==> src/hw/pbacs_pkg.sv <==
package pbacs_pkg;

  // bus geometry
  localparam int          ADDR_W            = 12;
  localparam int          DATA_W            = 32;
  localparam int          STRB_W            = 4;

  // register byte offsets
  localparam logic [11:0] OFF_PB_HDR        = 12'h20C;
  localparam logic [11:0] OFF_SEL           = 12'h210;
  localparam logic [11:0] OFF_DATA          = 12'h214;
  localparam logic [11:0] OFF_ALLOC         = 12'h218;
  localparam logic [11:0] OFF_ACS_HDR       = 12'h220;
  localparam logic [11:0] OFF_ACS_CAP       = 12'h224;
  localparam logic [11:0] OFF_EGRESS        = 12'h228;

  // extended capability headers
  localparam logic [15:0] PB_CAP_ID         = 16'h0004;
  localparam logic [15:0] ACS_CAP_ID        = 16'h000D;
  localparam logic [3:0]  CAP_VER           = 4'h1;
  localparam logic [11:0] NEXT_UP           = 12'h230;
  localparam logic [11:0] NEXT_DS           = 12'h220;
  localparam logic [11:0] NEXT_END          = 12'h000;

  // budget entry select
  localparam logic [7:0]  SEL_RESET         = 8'h00;
  localparam logic [7:0]  SEL_D0_MAX        = 8'h00;
  localparam logic [7:0]  SEL_D0_SUST       = 8'h01;

  // budget entry fields
  localparam int          BASE_LSB          = 0;
  localparam int          SCALE_LSB         = 8;
  localparam int          SUB_LSB           = 10;
  localparam int          PMST_LSB          = 13;
  localparam int          TYPE_LSB          = 15;
  localparam int          RAIL_LSB          = 18;
  localparam logic [7:0]  BASE_POWER_RESET  = 8'h04;
  localparam logic [1:0]  SCALE_RESET       = 2'h0;
  localparam logic [2:0]  SUB_RESET         = 3'h0;
  localparam logic [1:0]  PMST_D0           = 2'h0;
  localparam logic [2:0]  TYPE_MAX          = 3'h7;
  localparam logic [2:0]  TYPE_SUST         = 3'h1;
  localparam logic [2:0]  RAIL_RESET        = 3'h2;
  localparam logic        SYS_ALLOC_RESET   = 1'b0;

  // access control fields
  localparam int          ACS_FEAT_W        = 7;
  localparam int          ACS_ENA_LSB       = 16;
  localparam int          EGRESS_W          = 8;
  localparam logic [6:0]  ACS_CAP_BITS      = 7'h7F;
  localparam logic [7:0]  EGRESS_SIZE       = 8'h08;
  localparam logic [6:0]  ACS_ENA_RESET     = 7'h00;
  localparam logic [7:0]  EGRESS_RESET      = 8'h00;

  // bus responses
  localparam logic [1:0]  RESP_OKAY         = 2'h0;
  localparam logic [1:0]  RESP_SLVERR       = 2'h2;

  typedef enum logic [1:0] {
    PBACS_WR_COLLECT = 2'b01,
    PBACS_WR_RESP    = 2'b10
  } pbacs_wr_state_e;

  typedef enum logic [1:0] {
    PBACS_RD_IDLE = 2'b01,
    PBACS_RD_RESP = 2'b10
  } pbacs_rd_state_e;

endpackage

==> src/hw/pbacs_budget_entry.sv <==
`timescale 1ns/10ps
module pbacs_budget_entry
  import pbacs_pkg::*;
(
  // selection and base power
  input  wire logic [7:0]  sel,
  input  wire logic [7:0]  base_power,
  // entry
  output logic      [31:0] entry
);

  always_comb begin
    entry = 32'h0000_0000;
    case (sel)
      SEL_D0_MAX: begin
        entry = {11'h000, RAIL_RESET, TYPE_MAX, PMST_D0, SUB_RESET, SCALE_RESET, base_power};
      end
      SEL_D0_SUST: begin
        entry = {11'h000, RAIL_RESET, TYPE_SUST, PMST_D0, SUB_RESET, SCALE_RESET, base_power};
      end
      default: begin
        entry = 32'h0000_0000;
      end
    endcase
  end

endmodule

==> src/hw/pbacs_axil_slave.sv <==
`timescale 1ns/10ps
module pbacs_axil_slave
  import pbacs_pkg::*;
(
  // clock and reset
  input  wire logic              aclk,
  input  wire logic              aresetn,
  // write address
  input  wire logic [ADDR_W-1:0] s_axil_awaddr,
  input  wire logic              s_axil_awvalid,
  output logic                   s_axil_awready,
  // write data
  input  wire logic [DATA_W-1:0] s_axil_wdata,
  input  wire logic [STRB_W-1:0] s_axil_wstrb,
  input  wire logic              s_axil_wvalid,
  output logic                   s_axil_wready,
  // write response
  output logic      [1:0]        s_axil_bresp,
  output logic                   s_axil_bvalid,
  input  wire logic              s_axil_bready,
  // read address
  input  wire logic [ADDR_W-1:0] s_axil_araddr,
  input  wire logic              s_axil_arvalid,
  output logic                   s_axil_arready,
  // read data
  output logic      [DATA_W-1:0] s_axil_rdata,
  output logic      [1:0]        s_axil_rresp,
  output logic                   s_axil_rvalid,
  input  wire logic              s_axil_rready,
  // register side
  output logic                   wr_en,
  output logic      [ADDR_W-1:0] wr_addr,
  output logic      [DATA_W-1:0] wr_data,
  output logic      [STRB_W-1:0] wr_strb,
  input  wire logic              wr_err,
  output logic                   rd_en,
  output logic      [ADDR_W-1:0] rd_addr,
  input  wire logic [DATA_W-1:0] rd_data,
  input  wire logic              rd_err
);

  pbacs_wr_state_e   wr_state_reg;
  pbacs_rd_state_e   rd_state_reg;
  logic              aw_held_reg;
  logic              w_held_reg;
  logic [ADDR_W-1:0] awaddr_reg;
  logic [DATA_W-1:0] wdata_reg;
  logic [STRB_W-1:0] wstrb_reg;
  logic [1:0]        bresp_reg;
  logic [DATA_W-1:0] rdata_reg;
  logic [1:0]        rresp_reg;

  assign s_axil_awready = (wr_state_reg == PBACS_WR_COLLECT) && !aw_held_reg;
  assign s_axil_wready  = (wr_state_reg == PBACS_WR_COLLECT) && !w_held_reg;
  assign s_axil_bvalid  = (wr_state_reg == PBACS_WR_RESP);
  assign s_axil_bresp   = bresp_reg;
  assign wr_en          = (wr_state_reg == PBACS_WR_COLLECT) && aw_held_reg && w_held_reg;
  assign wr_addr        = awaddr_reg;
  assign wr_data        = wdata_reg;
  assign wr_strb        = wstrb_reg;

  assign s_axil_arready = (rd_state_reg == PBACS_RD_IDLE);
  assign s_axil_rvalid  = (rd_state_reg == PBACS_RD_RESP);
  assign s_axil_rdata   = rdata_reg;
  assign s_axil_rresp   = rresp_reg;
  assign rd_en          = s_axil_arvalid && s_axil_arready;
  assign rd_addr        = s_axil_araddr;

  // write channel collection and response
  always_ff @(posedge aclk) begin
    if (!aresetn) begin
      wr_state_reg <= PBACS_WR_COLLECT;
      aw_held_reg  <= 1'b0;
      w_held_reg   <= 1'b0;
      awaddr_reg   <= '0;
      wdata_reg    <= '0;
      wstrb_reg    <= '0;
      bresp_reg    <= RESP_OKAY;
    end else begin
      case (wr_state_reg)
        PBACS_WR_COLLECT: begin
          if (s_axil_awvalid && s_axil_awready) begin
            aw_held_reg <= 1'b1;
            awaddr_reg  <= s_axil_awaddr;
          end
          if (s_axil_wvalid && s_axil_wready) begin
            w_held_reg <= 1'b1;
            wdata_reg  <= s_axil_wdata;
            wstrb_reg  <= s_axil_wstrb;
          end
          if (wr_en) begin
            aw_held_reg  <= 1'b0;
            w_held_reg   <= 1'b0;
            bresp_reg    <= wr_err ? RESP_SLVERR : RESP_OKAY;
            wr_state_reg <= PBACS_WR_RESP;
          end
        end
        PBACS_WR_RESP: begin
          if (s_axil_bready) begin
            wr_state_reg <= PBACS_WR_COLLECT;
          end
        end
        default: begin
          wr_state_reg <= PBACS_WR_COLLECT;
        end
      endcase
    end
  end

  // read capture and response
  always_ff @(posedge aclk) begin
    if (!aresetn) begin
      rd_state_reg <= PBACS_RD_IDLE;
      rdata_reg    <= '0;
      rresp_reg    <= RESP_OKAY;
    end else begin
      case (rd_state_reg)
        PBACS_RD_IDLE: begin
          if (rd_en) begin
            rdata_reg    <= rd_data;
            rresp_reg    <= rd_err ? RESP_SLVERR : RESP_OKAY;
            rd_state_reg <= PBACS_RD_RESP;
          end
        end
        PBACS_RD_RESP: begin
          if (s_axil_rready) begin
            rd_state_reg <= PBACS_RD_IDLE;
          end
        end
        default: begin
          rd_state_reg <= PBACS_RD_IDLE;
        end
      endcase
    end
  end

endmodule

==> src/hw/pbacs_regs.sv <==
`timescale 1ns/10ps
module pbacs_regs
  import pbacs_pkg::*;
(
  // clock and reset
  input  wire logic              aclk,
  input  wire logic              aresetn,
  // port role, sampled during reset
  input  wire logic              port_is_downstream,
  // external default load
  input  wire logic              eeprom_load,
  input  wire logic [7:0]        eeprom_base_power,
  input  wire logic              eeprom_sys_alloc,
  // write address
  input  wire logic [ADDR_W-1:0] s_axil_awaddr,
  input  wire logic              s_axil_awvalid,
  output logic                   s_axil_awready,
  // write data
  input  wire logic [DATA_W-1:0] s_axil_wdata,
  input  wire logic [STRB_W-1:0] s_axil_wstrb,
  input  wire logic              s_axil_wvalid,
  output logic                   s_axil_wready,
  // write response
  output logic      [1:0]        s_axil_bresp,
  output logic                   s_axil_bvalid,
  input  wire logic              s_axil_bready,
  // read address
  input  wire logic [ADDR_W-1:0] s_axil_araddr,
  input  wire logic              s_axil_arvalid,
  output logic                   s_axil_arready,
  // read data
  output logic      [DATA_W-1:0] s_axil_rdata,
  output logic      [1:0]        s_axil_rresp,
  output logic                   s_axil_rvalid,
  input  wire logic              s_axil_rready,
  // controls to the port logic
  output logic      [6:0]        acs_enable,
  output logic      [7:0]        egress_block
);

  logic              wr_en;
  logic [ADDR_W-1:0] wr_addr;
  logic [DATA_W-1:0] wr_data;
  logic [STRB_W-1:0] wr_strb;
  logic              wr_err;
  logic              rd_en;
  logic [ADDR_W-1:0] rd_addr;
  logic [DATA_W-1:0] rd_data;
  logic              rd_err;
  logic [DATA_W-1:0] entry;

  logic              port_ds_reg;
  logic [7:0]        sel_reg;
  logic [7:0]        base_power_reg;
  logic              sys_alloc_reg;
  logic [6:0]        acs_ena_reg;
  logic [7:0]        egress_reg;

  logic [DATA_W-1:0] pb_hdr;
  logic [DATA_W-1:0] acs_hdr;
  logic [DATA_W-1:0] acs_cap;

  function automatic logic hit(input logic [ADDR_W-1:0] a, input logic [ADDR_W-1:0] off);
    hit = (a[ADDR_W-1:2] == off[ADDR_W-1:2]);
  endfunction

  pbacs_axil_slave u_bus (
    .aclk           (aclk),
    .aresetn        (aresetn),
    .s_axil_awaddr  (s_axil_awaddr),
    .s_axil_awvalid (s_axil_awvalid),
    .s_axil_awready (s_axil_awready),
    .s_axil_wdata   (s_axil_wdata),
    .s_axil_wstrb   (s_axil_wstrb),
    .s_axil_wvalid  (s_axil_wvalid),
    .s_axil_wready  (s_axil_wready),
    .s_axil_bresp   (s_axil_bresp),
    .s_axil_bvalid  (s_axil_bvalid),
    .s_axil_bready  (s_axil_bready),
    .s_axil_araddr  (s_axil_araddr),
    .s_axil_arvalid (s_axil_arvalid),
    .s_axil_arready (s_axil_arready),
    .s_axil_rdata   (s_axil_rdata),
    .s_axil_rresp   (s_axil_rresp),
    .s_axil_rvalid  (s_axil_rvalid),
    .s_axil_rready  (s_axil_rready),
    .wr_en          (wr_en),
    .wr_addr        (wr_addr),
    .wr_data        (wr_data),
    .wr_strb        (wr_strb),
    .wr_err         (wr_err),
    .rd_en          (rd_en),
    .rd_addr        (rd_addr),
    .rd_data        (rd_data),
    .rd_err         (rd_err)
  );

  pbacs_budget_entry u_entry (
    .sel        (sel_reg),
    .base_power (base_power_reg),
    .entry      (entry)
  );

  assign pb_hdr  = {(port_ds_reg ? NEXT_DS : NEXT_UP), CAP_VER, PB_CAP_ID};
  assign acs_hdr = {NEXT_END, CAP_VER, ACS_CAP_ID};
  assign acs_cap = {9'h000, acs_ena_reg, EGRESS_SIZE, 1'b0, ACS_CAP_BITS};

  assign acs_enable   = acs_ena_reg;
  assign egress_block = egress_reg;

  // port role caught while reset held
  always_ff @(posedge aclk) begin
    if (!aresetn) begin
      port_ds_reg <= port_is_downstream;
    end
  end

  always_ff @(posedge aclk) begin
    if (!aresetn) begin
      sel_reg <= SEL_RESET;
    end else if (wr_en && hit(wr_addr, OFF_SEL) && wr_strb[0]) begin
      sel_reg <= wr_data[7:0];
    end
  end

  always_ff @(posedge aclk) begin
    if (!aresetn) begin
      base_power_reg <= BASE_POWER_RESET;
      sys_alloc_reg  <= SYS_ALLOC_RESET;
    end else if (eeprom_load) begin
      base_power_reg <= eeprom_base_power;
      sys_alloc_reg  <= eeprom_sys_alloc;
    end
  end

  always_ff @(posedge aclk) begin
    if (!aresetn) begin
      acs_ena_reg <= ACS_ENA_RESET;
    end else if (wr_en && port_ds_reg && hit(wr_addr, OFF_ACS_CAP) && wr_strb[2]) begin
      acs_ena_reg <= wr_data[ACS_ENA_LSB +: ACS_FEAT_W];
    end
  end

  always_ff @(posedge aclk) begin
    if (!aresetn) begin
      egress_reg <= EGRESS_RESET;
    end else if (wr_en && port_ds_reg && hit(wr_addr, OFF_EGRESS) && wr_strb[0]) begin
      egress_reg <= wr_data[EGRESS_W-1:0];
    end
  end

  always_comb begin
    wr_err = 1'b1;
    if (hit(wr_addr, OFF_PB_HDR) || hit(wr_addr, OFF_SEL) ||
        hit(wr_addr, OFF_DATA) || hit(wr_addr, OFF_ALLOC)) begin
      wr_err = 1'b0;
    end else if (port_ds_reg && (hit(wr_addr, OFF_ACS_HDR) ||
                 hit(wr_addr, OFF_ACS_CAP) || hit(wr_addr, OFF_EGRESS))) begin
      wr_err = 1'b0;
    end
  end

  always_comb begin
    rd_data = 32'h0000_0000;
    rd_err  = 1'b0;
    if (hit(rd_addr, OFF_PB_HDR)) begin
      rd_data = pb_hdr;
    end else if (hit(rd_addr, OFF_SEL)) begin
      rd_data = {24'h000000, sel_reg};
    end else if (hit(rd_addr, OFF_DATA)) begin
      rd_data = entry;
    end else if (hit(rd_addr, OFF_ALLOC)) begin
      rd_data = {31'h0000_0000, sys_alloc_reg};
    end else if (port_ds_reg && hit(rd_addr, OFF_ACS_HDR)) begin
      rd_data = acs_hdr;
    end else if (port_ds_reg && hit(rd_addr, OFF_ACS_CAP)) begin
      rd_data = acs_cap;
    end else if (port_ds_reg && hit(rd_addr, OFF_EGRESS)) begin
      rd_data = {24'h000000, egress_reg};
    end else begin
      rd_err = 1'b1;
    end
  end

  AST_PB_HDR: assert property (
    @(posedge aclk) disable iff (!aresetn)
    rd_en && hit(rd_addr, OFF_PB_HDR) |=>
      s_axil_rvalid && (s_axil_rdata[19:0] == 20'h1_0004) && (s_axil_rresp == RESP_OKAY))
    else $error("budget header id or version wrong");

  AST_PB_NEXT: assert property (
    @(posedge aclk) disable iff (!aresetn)
    rd_en && hit(rd_addr, OFF_PB_HDR) |=>
      s_axil_rdata[31:20] == (port_ds_reg ? 12'h220 : 12'h230))
    else $error("budget next pointer wrong");

  AST_SEL_RESET: assert property (
    @(posedge aclk)
    !aresetn |=> (sel_reg == 8'h00) && (acs_enable == 7'h00) && (egress_block == 8'h00))
    else $error("control registers not cleared by reset");

  AST_DATA_MAX: assert property (
    @(posedge aclk) disable iff (!aresetn)
    rd_en && hit(rd_addr, OFF_DATA) && (sel_reg == 8'h00) |=>
      (s_axil_rdata[31:8] == 24'h00_0B80) && (s_axil_rdata[7:0] == $past(base_power_reg)))
    else $error("D0 maximum entry fields wrong");

  AST_DATA_SUST: assert property (
    @(posedge aclk) disable iff (!aresetn)
    rd_en && hit(rd_addr, OFF_DATA) && (sel_reg == 8'h01) |=>
      (s_axil_rdata[17:15] == TYPE_SUST) && (s_axil_rdata[20:18] == 3'b010))
    else $error("D0 sustained entry fields wrong");

  AST_DATA_UNSUP: assert property (
    @(posedge aclk) disable iff (!aresetn)
    rd_en && hit(rd_addr, OFF_DATA) && (sel_reg > 8'h01) |=> s_axil_rdata == 32'h0000_0000)
    else $error("unsupported entry not zero");

  AST_BASE_LOAD: assert property (
    @(posedge aclk) disable iff (!aresetn)
    eeprom_load |=> (base_power_reg == $past(eeprom_base_power)) &&
      (sys_alloc_reg == $past(eeprom_sys_alloc)))
    else $error("external load not applied");

  AST_BASE_RESET: assert property (
    @(posedge aclk)
    !aresetn |=> (base_power_reg == 8'h04) && (sys_alloc_reg == 1'b0))
    else $error("budget defaults wrong after reset");

  AST_ALLOC_READ: assert property (
    @(posedge aclk) disable iff (!aresetn)
    rd_en && hit(rd_addr, OFF_ALLOC) |=> s_axil_rdata == {31'h0000_0000, $past(sys_alloc_reg)})
    else $error("allocated flag read wrong");

  AST_ACS_HDR: assert property (
    @(posedge aclk) disable iff (!aresetn)
    rd_en && port_ds_reg && hit(rd_addr, OFF_ACS_HDR) |=> s_axil_rdata == 32'h0001_000D)
    else $error("access control header wrong");

  AST_ACS_UPSTREAM: assert property (
    @(posedge aclk) disable iff (!aresetn)
    rd_en && !port_ds_reg && (hit(rd_addr, OFF_ACS_HDR) || hit(rd_addr, OFF_ACS_CAP) ||
      hit(rd_addr, OFF_EGRESS)) |=> s_axil_rresp == RESP_SLVERR)
    else $error("access control visible on upstream port");

  AST_ACS_CAP: assert property (
    @(posedge aclk) disable iff (!aresetn)
    rd_en && port_ds_reg && hit(rd_addr, OFF_ACS_CAP) |=>
      (s_axil_rdata[15:0] == 16'h087F) && (s_axil_rdata[31:23] == 9'h000))
    else $error("access control capability bits wrong");

  AST_ENA_WRITE: assert property (
    @(posedge aclk) disable iff (!aresetn)
    wr_en && port_ds_reg && hit(wr_addr, OFF_ACS_CAP) && wr_strb[2] |=>
      (acs_enable == $past(wr_data[22:16])) && s_axil_bvalid)
    else $error("enable bits not written");

  AST_ENA_STRB: assert property (
    @(posedge aclk) disable iff (!aresetn)
    wr_en && hit(wr_addr, OFF_ACS_CAP) && !wr_strb[2] |=> $stable(acs_enable))
    else $error("enable bits written without their strobe");

  AST_ACS_WR_UPSTREAM: assert property (
    @(posedge aclk) disable iff (!aresetn)
    wr_en && !port_ds_reg && (hit(wr_addr, OFF_ACS_CAP) || hit(wr_addr, OFF_EGRESS)) |=>
      $stable(acs_enable) && $stable(egress_block) && (s_axil_bresp == RESP_SLVERR))
    else $error("access control written on upstream port");

  AST_SEL_WRITE: assert property (
    @(posedge aclk) disable iff (!aresetn)
    wr_en && hit(wr_addr, OFF_SEL) && wr_strb[0] |=>
      sel_reg == $past(wr_data[7:0]))
    else $error("select index not written");

  AST_DATA_LOW: assert property (
    @(posedge aclk) disable iff (!aresetn)
    rd_en && hit(rd_addr, OFF_DATA) && (sel_reg == 8'h01) |=>
      (s_axil_rdata[14:8] == 7'h00) && (s_axil_rdata[7:0] == $past(base_power_reg)))
    else $error("D0 sustained scale, state or base wrong");

  AST_DATA_RSVD: assert property (
    @(posedge aclk) disable iff (!aresetn)
    rd_en && hit(rd_addr, OFF_DATA) |=> s_axil_rdata[31:21] == 11'h000)
    else $error("budget data reserved bits not zero");

  AST_EGRESS_READ: assert property (
    @(posedge aclk) disable iff (!aresetn)
    rd_en && port_ds_reg && hit(rd_addr, OFF_EGRESS) |=>
      s_axil_rdata == {24'h000000, $past(egress_block)})
    else $error("egress vector read wrong");

  AST_RO_WRITE_OKAY: assert property (
    @(posedge aclk) disable iff (!aresetn)
    wr_en && (hit(wr_addr, OFF_PB_HDR) || hit(wr_addr, OFF_DATA) ||
      hit(wr_addr, OFF_ALLOC)) |=>
      s_axil_bvalid && (s_axil_bresp == RESP_OKAY))
    else $error("read-only write not answered okay");

  AST_EGRESS_WRITE: assert property (
    @(posedge aclk) disable iff (!aresetn)
    wr_en && port_ds_reg && hit(wr_addr, OFF_EGRESS) && wr_strb[0] |=>
      egress_block == $past(wr_data[7:0]))
    else $error("egress vector not written");

  AST_RO_IGNORE: assert property (
    @(posedge aclk) disable iff (!aresetn)
    wr_en && !eeprom_load && (hit(wr_addr, OFF_DATA) || hit(wr_addr, OFF_ALLOC)) |=>
      $stable(base_power_reg) && $stable(sys_alloc_reg) && $stable(sel_reg))
    else $error("read-only register changed by write");

  AST_SEL_RSVD: assert property (
    @(posedge aclk) disable iff (!aresetn)
    rd_en && hit(rd_addr, OFF_SEL) |=> s_axil_rdata[31:8] == 24'h000000)
    else $error("select reserved bits not zero");

endmodule

==> config.mk <==
export PLATFORM = sky130hd
export DESIGN_NAME = pbacs_regs
export DESIGN_NICKNAME = d
export VERILOG_FILES = /design/src/hw/pbacs_pkg.sv /design/src/hw/pbacs_budget_entry.sv /design/src/hw/pbacs_axil_slave.sv /design/src/hw/pbacs_regs.sv
export SDC_FILE = /design/constraint.sdc
export NUM_CORES = 1
export LEC_CHECK = 0
export BUFFER_PORTS_ARGS = -buffer_cell sky130_fd_sc_hd__buf_2
export CELL_PAD_IN_SITES_DETAIL_PLACEMENT = 2
export CELL_PAD_IN_SITES_GLOBAL_PLACEMENT = 2
export CORE_MARGIN = 8
export CORE_UTILIZATION = 29
export CTS_CLUSTER_SIZE = 20
export DETAILED_ROUTE_END_ITERATION = 10
export PLACE_DENSITY_LB_ADDON = 0.05
export SYNTH_ARGS = -nofsm -noshare
export SYNTH_HDL_FRONTEND = slang
export SYNTH_HIERARCHICAL = 1
export SYNTH_SLANG_ARGS = --single-unit
==> constraint.sdc <==
create_clock -name aclk -period 2.2 [get_ports aclk]
set_input_delay 0 -clock aclk [delete_from_list [all_inputs] [get_ports aclk]]
set_output_delay 0 -clock aclk [all_outputs]
set_load 0.005 [all_outputs]
==> results of run 1 <==
-- final cells by class --
type                       count  area, µm²  area share [%]
timing repair buffer         171       1139           17.65
clock buffer                  14      274.0           4.247
sequential                   100       2012           31.19
multi-input combinational    423       2700           41.85
tap                          225      281.5           4.364
inverter                       4      15.01          0.2327
clock inverter                 1      30.03          0.4655
-- per-stage QoR --
stage	cells	hold WS, ps	setup TNS [ps]	area, µm²
finish	938	82.07	0	6451
global route	938	92.94	-60.38	6451
CTS	938	69.96	0	6426
detailed placement	884	219.0	0	5732
global placement	884	219.5	0	5732
floorplan	608	98.87	0	5200
-- layer usage --
layer | GRT usage, % | vias up | routed length, µm
met5 | 0 | - | 0
met3 | 3.004 | 18 | 571
li1 | - | 2171 | -
met4 | 5.098 | 0 | 279
met1 | 17.18 | 2111 | 7061
met2 | 24.39 | 81 | 7581
-- report_power, final --
part           switching (mW)  internal (mW)
clock                   0.680          0.971
sequential             0.0618           1.88
combinational           0.251          0.249
total                   0.992           3.10
-- worst max-delay path, stage by stage, from the launching register on --
cell,delay (ps)
dfxtp_1,310
or4_4,530
buf_4,180
and4bb_2,290
nor2b_1,50
o22ai_1,160
a22oi_1,90
nor2_1,190
nand2_1,70
mux2i_1,150
-- cells in the final DEF, fill, tap and decap left out, drive strengths merged, types with 8 or more instances in the layout --
| cell | instances |
|---|---|
| buf | 132 |
| dfxtp | 99 |
| nand3 | 8 |
| and4bb | 8 |
| nor2 | 29 |
| mux2i | 87 |
| nand2 | 151 |
| o21ai | 18 |
| conb | 22 |
| and2 | 13 |
| clkbuf | 14 |
| a21oi | 13 |
| dlygate4sd3 | 39 |
-- what timing repair did --
item                                   4_1_cts  5_1_grt
gates resized for setup                      0        5
hold buffers                                39        0
endpoints found under the hold margin       41        0
setup endpoints to repair                    0        4
-- worst max path at each step --
stage                                              end               startpoint  depth (start not counted)  slack (ps)
finish              u_bus/s_axil_rdata[5]$_SDFFE_PN0P_  sel_reg[1]$_SDFFE_PN0P_                          9          90
global route        u_bus/s_axil_rdata[0]$_SDFFE_PN0P_  sel_reg[1]$_SDFFE_PN0P_                          8         -50
CTS                 u_bus/s_axil_rdata[6]$_SDFFE_PN0P_  sel_reg[1]$_SDFFE_PN0P_                          9          40
detailed placement  u_bus/s_axil_rdata[0]$_SDFFE_PN0P_  sel_reg[1]$_SDFFE_PN0P_                          8          70
global placement    u_bus/s_axil_rdata[1]$_SDFFE_PN0P_  sel_reg[1]$_SDFFE_PN0P_                          9         100
floorplan           u_bus/s_axil_rdata[0]$_SDFFE_PN0P_  sel_reg[1]$_SDFFE_PN0P_                          9         160
==> run_results.csv, run 1 <==
group,metric,value,unit
run_status,outcome,"complete, no violations",
layout,syn_to_final_growth,25.88,%
setup_path,r2r-end,"u_bus/s_axil_rdata[5]$_SDFFE_PN0P_",
routing,wire_per_inst,16.52,µm
worst_hold_path,worstHoldPathCells,3,
clock_tree,cts_root_buf,"clkbuf_16",
sta,period_needed,2110,ps
placement,place_ws,72.63,ps
layout,antenna_cells,0,
floorplanning,core.rowCount,48,
routing,vias,4381,
routing,dr.pass1.iters,4,
clock_tree,cts_buffers,9,
yosys,syn-cell-area,5125,µm²
clock_tree,htree_levels,3,
power_and_ir_drop,totalPowerFinal,4.096,mW
clock_tree,clkSlewWorstSetupHoldPaths,70,ps
yosys,syn_avg_cell_area,8.716,µm²
worst_hold_path,hold_end,"base_power_reg[2]$_SDFFE_PN1P_",
sta,skew,7.746,ps
layout,fin_nets,787,
sta,fin_crit_sh,95.89,%
worst_hold_path,min_from,"eeprom_load",
power_and_ir_drop,leakage,2.734,nW
setup_path,arrival,2390,ps
floorplanning,core_area,17300,µm²
global_routing,grt_pass1_vias,4793,
clock_tree,clkSinkCount,100,
global_routing,antenna_found_initial,0,
sta,setup_viol,0,
global_routing,grt_overflow_total,0,
setup_path,rrSetupSlack,90,ps
routing,drc,0,
floorplanning,die-area,22180,µm²
sta,max_freq,474.0,MHz
setup_path,cp.required,2480,ps
sta,layout_setup_ws,90.42,ps
clock_tree,cts_tree,"built",
routing,ant_nets,0,
power_and_ir_drop,ir_drop,349.5,µV
power_and_ir_drop,power.density,635.0,nW/µm²
clock_tree,clk_latency,350,ps
worst_hold_path,hp-class,"input pin to flop",
floorplanning,die_h,148.9,µm
sta,drv_slew,0,
layout,final_util,37.30,%
floorplanning,fp.dieW,148.9,µm
layout,largest_reg_flops,32,
layout,drive_gt1_share,24.12,%
sta,grt_setup_unrepaired,"yes",
layout,n_fill_cell,1946,
clock_tree,clockBufferDepth,2,
placement,numPortBuffers,108,
setup_path,r2r_cells,9,
yosys,syn_inst,588,
clock_tree,post-cts-setup-buffers,0,
setup_path,critPathKind,"flop to flop",
setup_path,r2r_start,"sel_reg[1]$_SDFFE_PN0P_",
setup_path,end_kind,"flop",
sta,finalHoldViolations,0,
yosys,yosys_warnings,6,
placement,finalWeightedCongestion,0.7590,
global_routing,grt_max_degree,148,
floorplanning,initial_core_util,29.63,%
routing,viasPerCell,4.671,
sta,max-slew-margin-rel,48.65,%
routing,drt_iter0_drc,121,
setup_path,critPathMaxFanout,9,
sta,tightest_slew,769.5,ps
routing,routed_wl,15490,µm
floorplanning,ios,134,
flow_run,maxCapViolations,0,
global_routing,track_usage,14.21,%
global_routing,grt_pass1_wl,25170,µm
setup_path,start_kind,"flop",
placement,dp_hpwl,11390,µm
Power figures use the tool's default switching activity.
==> run 2: changes to the inputs <==
--- a/config.mk
+++ b/config.mk
@@ -8,11 +8,12 @@
 export BUFFER_PORTS_ARGS = -buffer_cell sky130_fd_sc_hd__buf_2
 export CELL_PAD_IN_SITES_DETAIL_PLACEMENT = 2
 export CELL_PAD_IN_SITES_GLOBAL_PLACEMENT = 2
-export CORE_MARGIN = 8
+export CORE_MARGIN = 2
 export CORE_UTILIZATION = 29
 export CTS_CLUSTER_SIZE = 20
 export DETAILED_ROUTE_END_ITERATION = 10
 export PLACE_DENSITY_LB_ADDON = 0.05
+export RECOVER_POWER = 50
 export SYNTH_ARGS = -nofsm -noshare
 export SYNTH_HDL_FRONTEND = slang
 export SYNTH_HIERARCHICAL = 1
==> run_results.csv, run 2 (synthesis results as in run 1) <==
group,metric,value,unit
layout,antenna_cells,0,
placement,place_ws,71.20,ps
global_routing,antenna_found_initial,0,
setup_path,rrSetupSlack,100,ps
setup_path,critPathMaxFanout,2,
clock_tree,clk_latency,350,ps
clock_tree,cts_root_buf,"clkbuf_16",
layout,stdcell_area,6376,µm²
clock_tree,htree_levels,3,
sta,layout_setup_ws,102.4,ps
layout,final_cell_mix,"nand2_1 (151), dfxtp_1 (98), mux2i_1 (87)",
worst_hold_path,hp-class,"input pin to flop",
setup_path,crit_chain,"or4_4 -> and4bb_2 -> nand2b_1 -> a211oi_2 -> a21oi_2 -> nor4_2 -> nand2_1 -> mux2i_1",
layout,largest_reg_flops,32,
worst_hold_path,worstHoldPathCells,3,
routing,routed_wl,15000,µm
run_status,outcome,"complete, no violations",
layout,syn_to_final_growth,24.41,%
sta,max_freq,476.7,MHz
global_routing,track_usage,16.35,%
sta,grt_setup_unrepaired,"yes",
sta,whs,88.16,ps
sta,skew,7.723,ps
layout,seq_area,2013,µm²
sta,period_needed,2098,ps
sta,max-slew-margin-rel,21.24,%
clock_tree,clockBufferDepth,2,
routing,wire_per_inst,16.01,µm
setup_path,critPathKind,"flop to flop",
layout,final_common_cell,"nand2_1",
sta,fin_crit_sh,95.34,%
setup_path,cp_slowest_cell,"or4_4",
floorplanning,ios,134,
placement,numPortBuffers,108,
floorplanning,core.rowCount,48,
global_routing,grt_pass1_wl,23670,µm
power_and_ir_drop,ir_drop,364.1,µV
floorplanning,die_h,136.9,µm
worst_hold_path,hold_end,"base_power_reg[2]$_SDFFE_PN1P_",
power_and_ir_drop,power.density,624.9,nW/µm²
routing,viasPerCell,4.684,
clock_tree,cts_buffers,9,
layout,drive_gt1_share,18.82,%
setup_path,r2r_cells,8,
placement,place_area,5717,µm²
setup_path,r2r_start,"sel_reg[1]$_SDFFE_PN0P_",
sta,finalHoldViolations,0,
global_routing,grt_pass1_vias,4466,
clock_tree,clkSinkCount,100,
sta,drv_slew,0,
global_routing,grt_max_degree,148,
floorplanning,initial_core_util,29.63,%
worst_hold_path,min_from,"eeprom_load",
layout,multiInputGateArea,2698,µm²
floorplanning,fp.dieW,136.9,µm
setup_path,r2r-end,"u_bus/s_axil_rdata[0]$_SDFFE_PN0P_",
global_routing,grt_overflow_total,0,
clock_tree,clkSlewWorstSetupHoldPaths,70,ps
flow_run,maxCapViolations,0,
sta,tightest_slew,1181,ps
routing,drc,0,
setup_path,cp.required,2480,ps
routing,ant_nets,0,
floorplanning,core_area,17300,µm²
sta,setup_viol,0,
clock_tree,cts_tree,"built",
setup_path,end_kind,"flop",
floorplanning,die-area,18750,µm²
setup_path,start_kind,"flop",
layout,fin_nets,787,
placement,finalWeightedCongestion,0.7818,
setup_path,critPathLaunch,"sel_reg[1]$_SDFFE_PN0P_",
layout,n_fill_cell,1987,
routing,dr.pass1.iters,4,
routing,drt_iter0_drc,151,
power_and_ir_drop,totalPowerFinal,3.984,mW
routing,vias,4389,
setup_path,cpPeakStageDelay,540,ps
power_and_ir_drop,leakage,2.546,nW
setup_path,arrival,2380,ps
placement,dp_hpwl,10630,µm
sta,finalSetupTns,0,ps
-- run 2: changes by cell type in the layout (fill, tap and decap cells not counted), moves of 2 or more --
cell / before / now
clkbuf_1: 2 / 38
o22ai_2: 2 / 0
o22ai_1: 4 / 6
buf_1: 0 / 2
buf_4: 23 / 21
buf_2: 107 / 68
-- run 2: per-stage QoR --
step | std cells | util (%)
floorplan | 608 | -
global placement | 882 | 33.05
detailed placement | 882 | 33.05
CTS | 935 | 36.91
global route | 937 | 36.86
finish | 937 | 36.86
-- run 2: power breakdown --
part           total, mW  internal, mW  switching, mW
logic              0.501         0.249          0.252
clock network       1.54         0.849          0.689
registers           1.95          1.88         0.0608
-- run 2: worst max path at each step --
stage                                                    end  slack [ps]  cells after the start
after floorplan           u_bus/s_axil_rdata[0]$_SDFFE_PN0P_         160                      9
after global routing      u_bus/s_axil_rdata[0]$_SDFFE_PN0P_         -20                      8
after detailed placement  u_bus/s_axil_rdata[4]$_SDFFE_PN0P_          70                      9
after CTS                 u_bus/s_axil_rdata[4]$_SDFFE_PN0P_          50                      9
final                     u_bus/s_axil_rdata[0]$_SDFFE_PN0P_         100                      8
after global placement    u_bus/s_axil_rdata[0]$_SDFFE_PN0P_         110                      8
-- run 2: area by class of cell --
cell class	instances	share of cell area, %
multi-input combinational	423	42.31
sequential	100	31.57
timing repair buffer	171	17.11
tap	225	4.415
clock buffer	13	4.239
inverter	4	0.2355
clock inverter	1	0.1177
-- run 2: critical path, delay by kind of cell, from the launching register on --
kind,cells,cell delay (ps)
AOI/OAI and AO/OA,2,270
and+or+nand+nor,5,1290
DFF,1,320
muxes,1,140
-- run 2: per-layer routing --
layer,track usage [%],wire [µm]
met5,0,0
met4,5.441,198
met3,2.704,607
met2,27.09,7131
met1,21.55,7063
-- run 2: repair_timing --
action,CTS,global route
gates resized for setup,0,7
hold endpoints to repair,41,0
setup buffers,0,2
setup endpoints to repair,0,7
hold buffers,39,0
==> run 3: changes to the inputs <==
--- a/config.mk
+++ b/config.mk
@@ -9,7 +9,7 @@
 export CELL_PAD_IN_SITES_DETAIL_PLACEMENT = 2
 export CELL_PAD_IN_SITES_GLOBAL_PLACEMENT = 2
 export CORE_MARGIN = 2
-export CORE_UTILIZATION = 29
+export CORE_UTILIZATION = 33
 export CTS_CLUSTER_SIZE = 20
 export DETAILED_ROUTE_END_ITERATION = 10
 export PLACE_DENSITY_LB_ADDON = 0.05
==> constraint.sdc (replaced) <==
create_clock -name aclk -period 2 [get_ports aclk]
set_input_delay 0 -clock aclk [delete_from_list [all_inputs] [get_ports aclk]]
set_output_delay 0 -clock aclk [all_outputs]
set_load 0.005 [all_outputs]
==> run_results.csv, run 3 (synthesis results as in run 1) <==
group,metric,value,unit
run_status,outcome,"finished with violations",
run_status,violations,"negative setup slack",
sta,finalHoldViolations,0,
layout,stdcell_area,6465,µm²
clock_tree,cts_root_buf,"clkbuf_16",
setup_path,arrival,2460,ps
worst_hold_path,min_from,"eeprom_load",
placement,dp_hpwl,11030,µm
placement,place_area,5763,µm²
worst_hold_path,hp-class,"input pin to flop",
clock_tree,clkSlewWorstSetupHoldPaths,70,ps
setup_path,rrSetupSlack,-180,ps
sta,tightest_slew,820.3,ps
global_routing,grt_pass1_vias,4907,
floorplanning,initial_core_util,33.71,%
sta,skew,9.892,ps
placement,numPortBuffers,108,
routing,drc,0,
sta,setup_viol,2,
global_routing,grt_max_degree,70,
setup_path,r2r_start,"sel_reg[6]$_SDFFE_PN0P_",
sta,grt_setup_unrepaired,"yes",
setup_path,end_kind,"flop",
worst_hold_path,worstHoldPathCells,3,
global_routing,grt_pass1_wl,25700,µm
sta,fin_crit_sh,109.0,%
sta,drv_slew,0,
layout,n_fill_cell,1728,
layout,syn_to_final_growth,26.15,%
setup_path,r2r-end,"u_bus/s_axil_rdata[0]$_SDFFE_PN0P_",
layout,antenna_cells,0,
sta,max-slew-margin-rel,45.32,%
setup_path,start_kind,"flop",
setup_path,r2r_cells,8,
layout,final_common_cell,"nand2_1",
clock_tree,clockBufferDepth,2,
routing,ant_nets,0,
sta,layout_setup_ws,-180.2,ps
routing,dr.pass1.iters,5,
sta,period_needed,2180,ps
clock_tree,cts_tree,"built",
sta,max_freq,458.7,MHz
routing,viasPerCell,4.892,
layout,seq_area,2013,µm²
power_and_ir_drop,leakage,2.653,nW
worst_hold_path,hold_end,"base_power_reg[2]$_SDFFE_PN1P_",
routing,routed_wl,15630,µm
setup_path,cp.required,2280,ps
floorplanning,die-area,16540,µm²
routing,vias,4452,
clock_tree,htree_levels,3,
power_and_ir_drop,ir_drop,425.1,µV
clock_tree,cts_buffers,9,
floorplanning,core.rowCount,45,
layout,final_cell_mix,"nand2_1 (151), dfxtp_1 (98), mux2i_1 (87)",
layout,final_util,42.53,%
layout,fin_nets,795,
placement,place_ws,-105.5,ps
sta,whs,76.37,ps
clock_tree,clkSinkCount,100,
global_routing,grt_overflow_total,0,
layout,drive_gt1_share,21.61,%
floorplanning,core_area,15200,µm²
flow_run,maxCapViolations,0,
setup_path,critPathKind,"flop to flop",
routing,drt_iter0_drc,172,
layout,largest_reg_flops,32,
routing,wire_per_inst,17.17,µm
setup_path,critPathMaxFanout,3,
placement,finalWeightedCongestion,0.8080,
layout,multiInputGateArea,2725,µm²
power_and_ir_drop,power.density,704.5,nW/µm²
floorplanning,die_h,128.6,µm
clock_tree,clk_latency,360,ps
floorplanning,ios,134,
floorplanning,fp.dieW,128.6,µm
global_routing,track_usage,19.73,%
global_routing,antenna_found_initial,0,
[run 3: repair_timing]
| action | CTS | global route |
|---|---|---|
| resized for setup | 7 | 8 |
| hold endpoints to repair | 41 | 0 |
| hold buffers | 39 | 0 |
| setup endpoints to repair | 6 | 9 |
| cloned | 1 | 0 |
| pin swaps | 6 | 9 |
| buffers inserted | 0 | 0 |
[run 3: routing by layer]
metal	global-route usage [%]	vias up	routed length (µm)
met3	4.116	14	554
li1	-	2189	-
met2	35.08	87	7818
met1	24.36	2162	7060
met4	5.179	0	193
met5	0	-	0
[run 3: final cells by class]
type,instances,share of cell area (%)
Inverter,4,0.2322
Multi-Input combinational cell,423,42.15
Tap cell,188,3.638
Timing Repair Buffer,179,18.10
Clock buffer,9,3.484
Sequential cell,100,31.14
Clock inverter,7,1.258
[run 3: how the worst max path moves through the flow]
stage / slack (ps) / cells past startpoint / start / end
2_1_floorplan: 10 / 9 / sel_reg[1]$_SDFFE_PN0P_ / u_bus/s_axil_rdata[0]$_SDFFE_PN0P_
3_3_place_gp: -30 / 7 / sel_reg[1]$_SDFFE_PN0P_ / u_bus/s_axil_rdata[7]$_SDFFE_PN0P_
3_5_place_dp: -110 / 7 / sel_reg[1]$_SDFFE_PN0P_ / u_bus/s_axil_rdata[7]$_SDFFE_PN0P_
4_1_cts: -50 / 8 / sel_reg[6]$_SDFFE_PN0P_ / u_bus/s_axil_rdata[0]$_SDFFE_PN0P_
5_1_grt: -230 / 8 / sel_reg[6]$_SDFFE_PN0P_ / u_bus/s_axil_rdata[0]$_SDFFE_PN0P_
6_report: -180 / 8 / sel_reg[6]$_SDFFE_PN0P_ / u_bus/s_axil_rdata[0]$_SDFFE_PN0P_
[run 3: critical path: stages, from the launching register on]
cell and delay (ps):
dfxtp_2 320, or4_4 560, and4bb_2 330, nand2b_4 120, o22ai_1 60, nor3b_1 160, nor4_1 330, nand2_1 90
mux2i_1 140
[run 3: power breakdown]
group | internal, mW | switching (mW)
Combinational | 0.284 | 0.294
Clock | 0.994 | 0.849
Sequential | 2.07 | 0.0617
Total | 3.35 | 1.20
[run 3: per-stage QoR]
stage / std cells / total power [mW] / TNS, ps
finish: 910 / 4.554 / -200.6
global route: 910 / 4.789 / -1507
CTS: 910 / 4.628 / -48.46
detailed placement: 854 / 2.702 / -179.3
global placement: 854 / 2.681 / -28.63
floorplan: 608 / 2.595 / 0
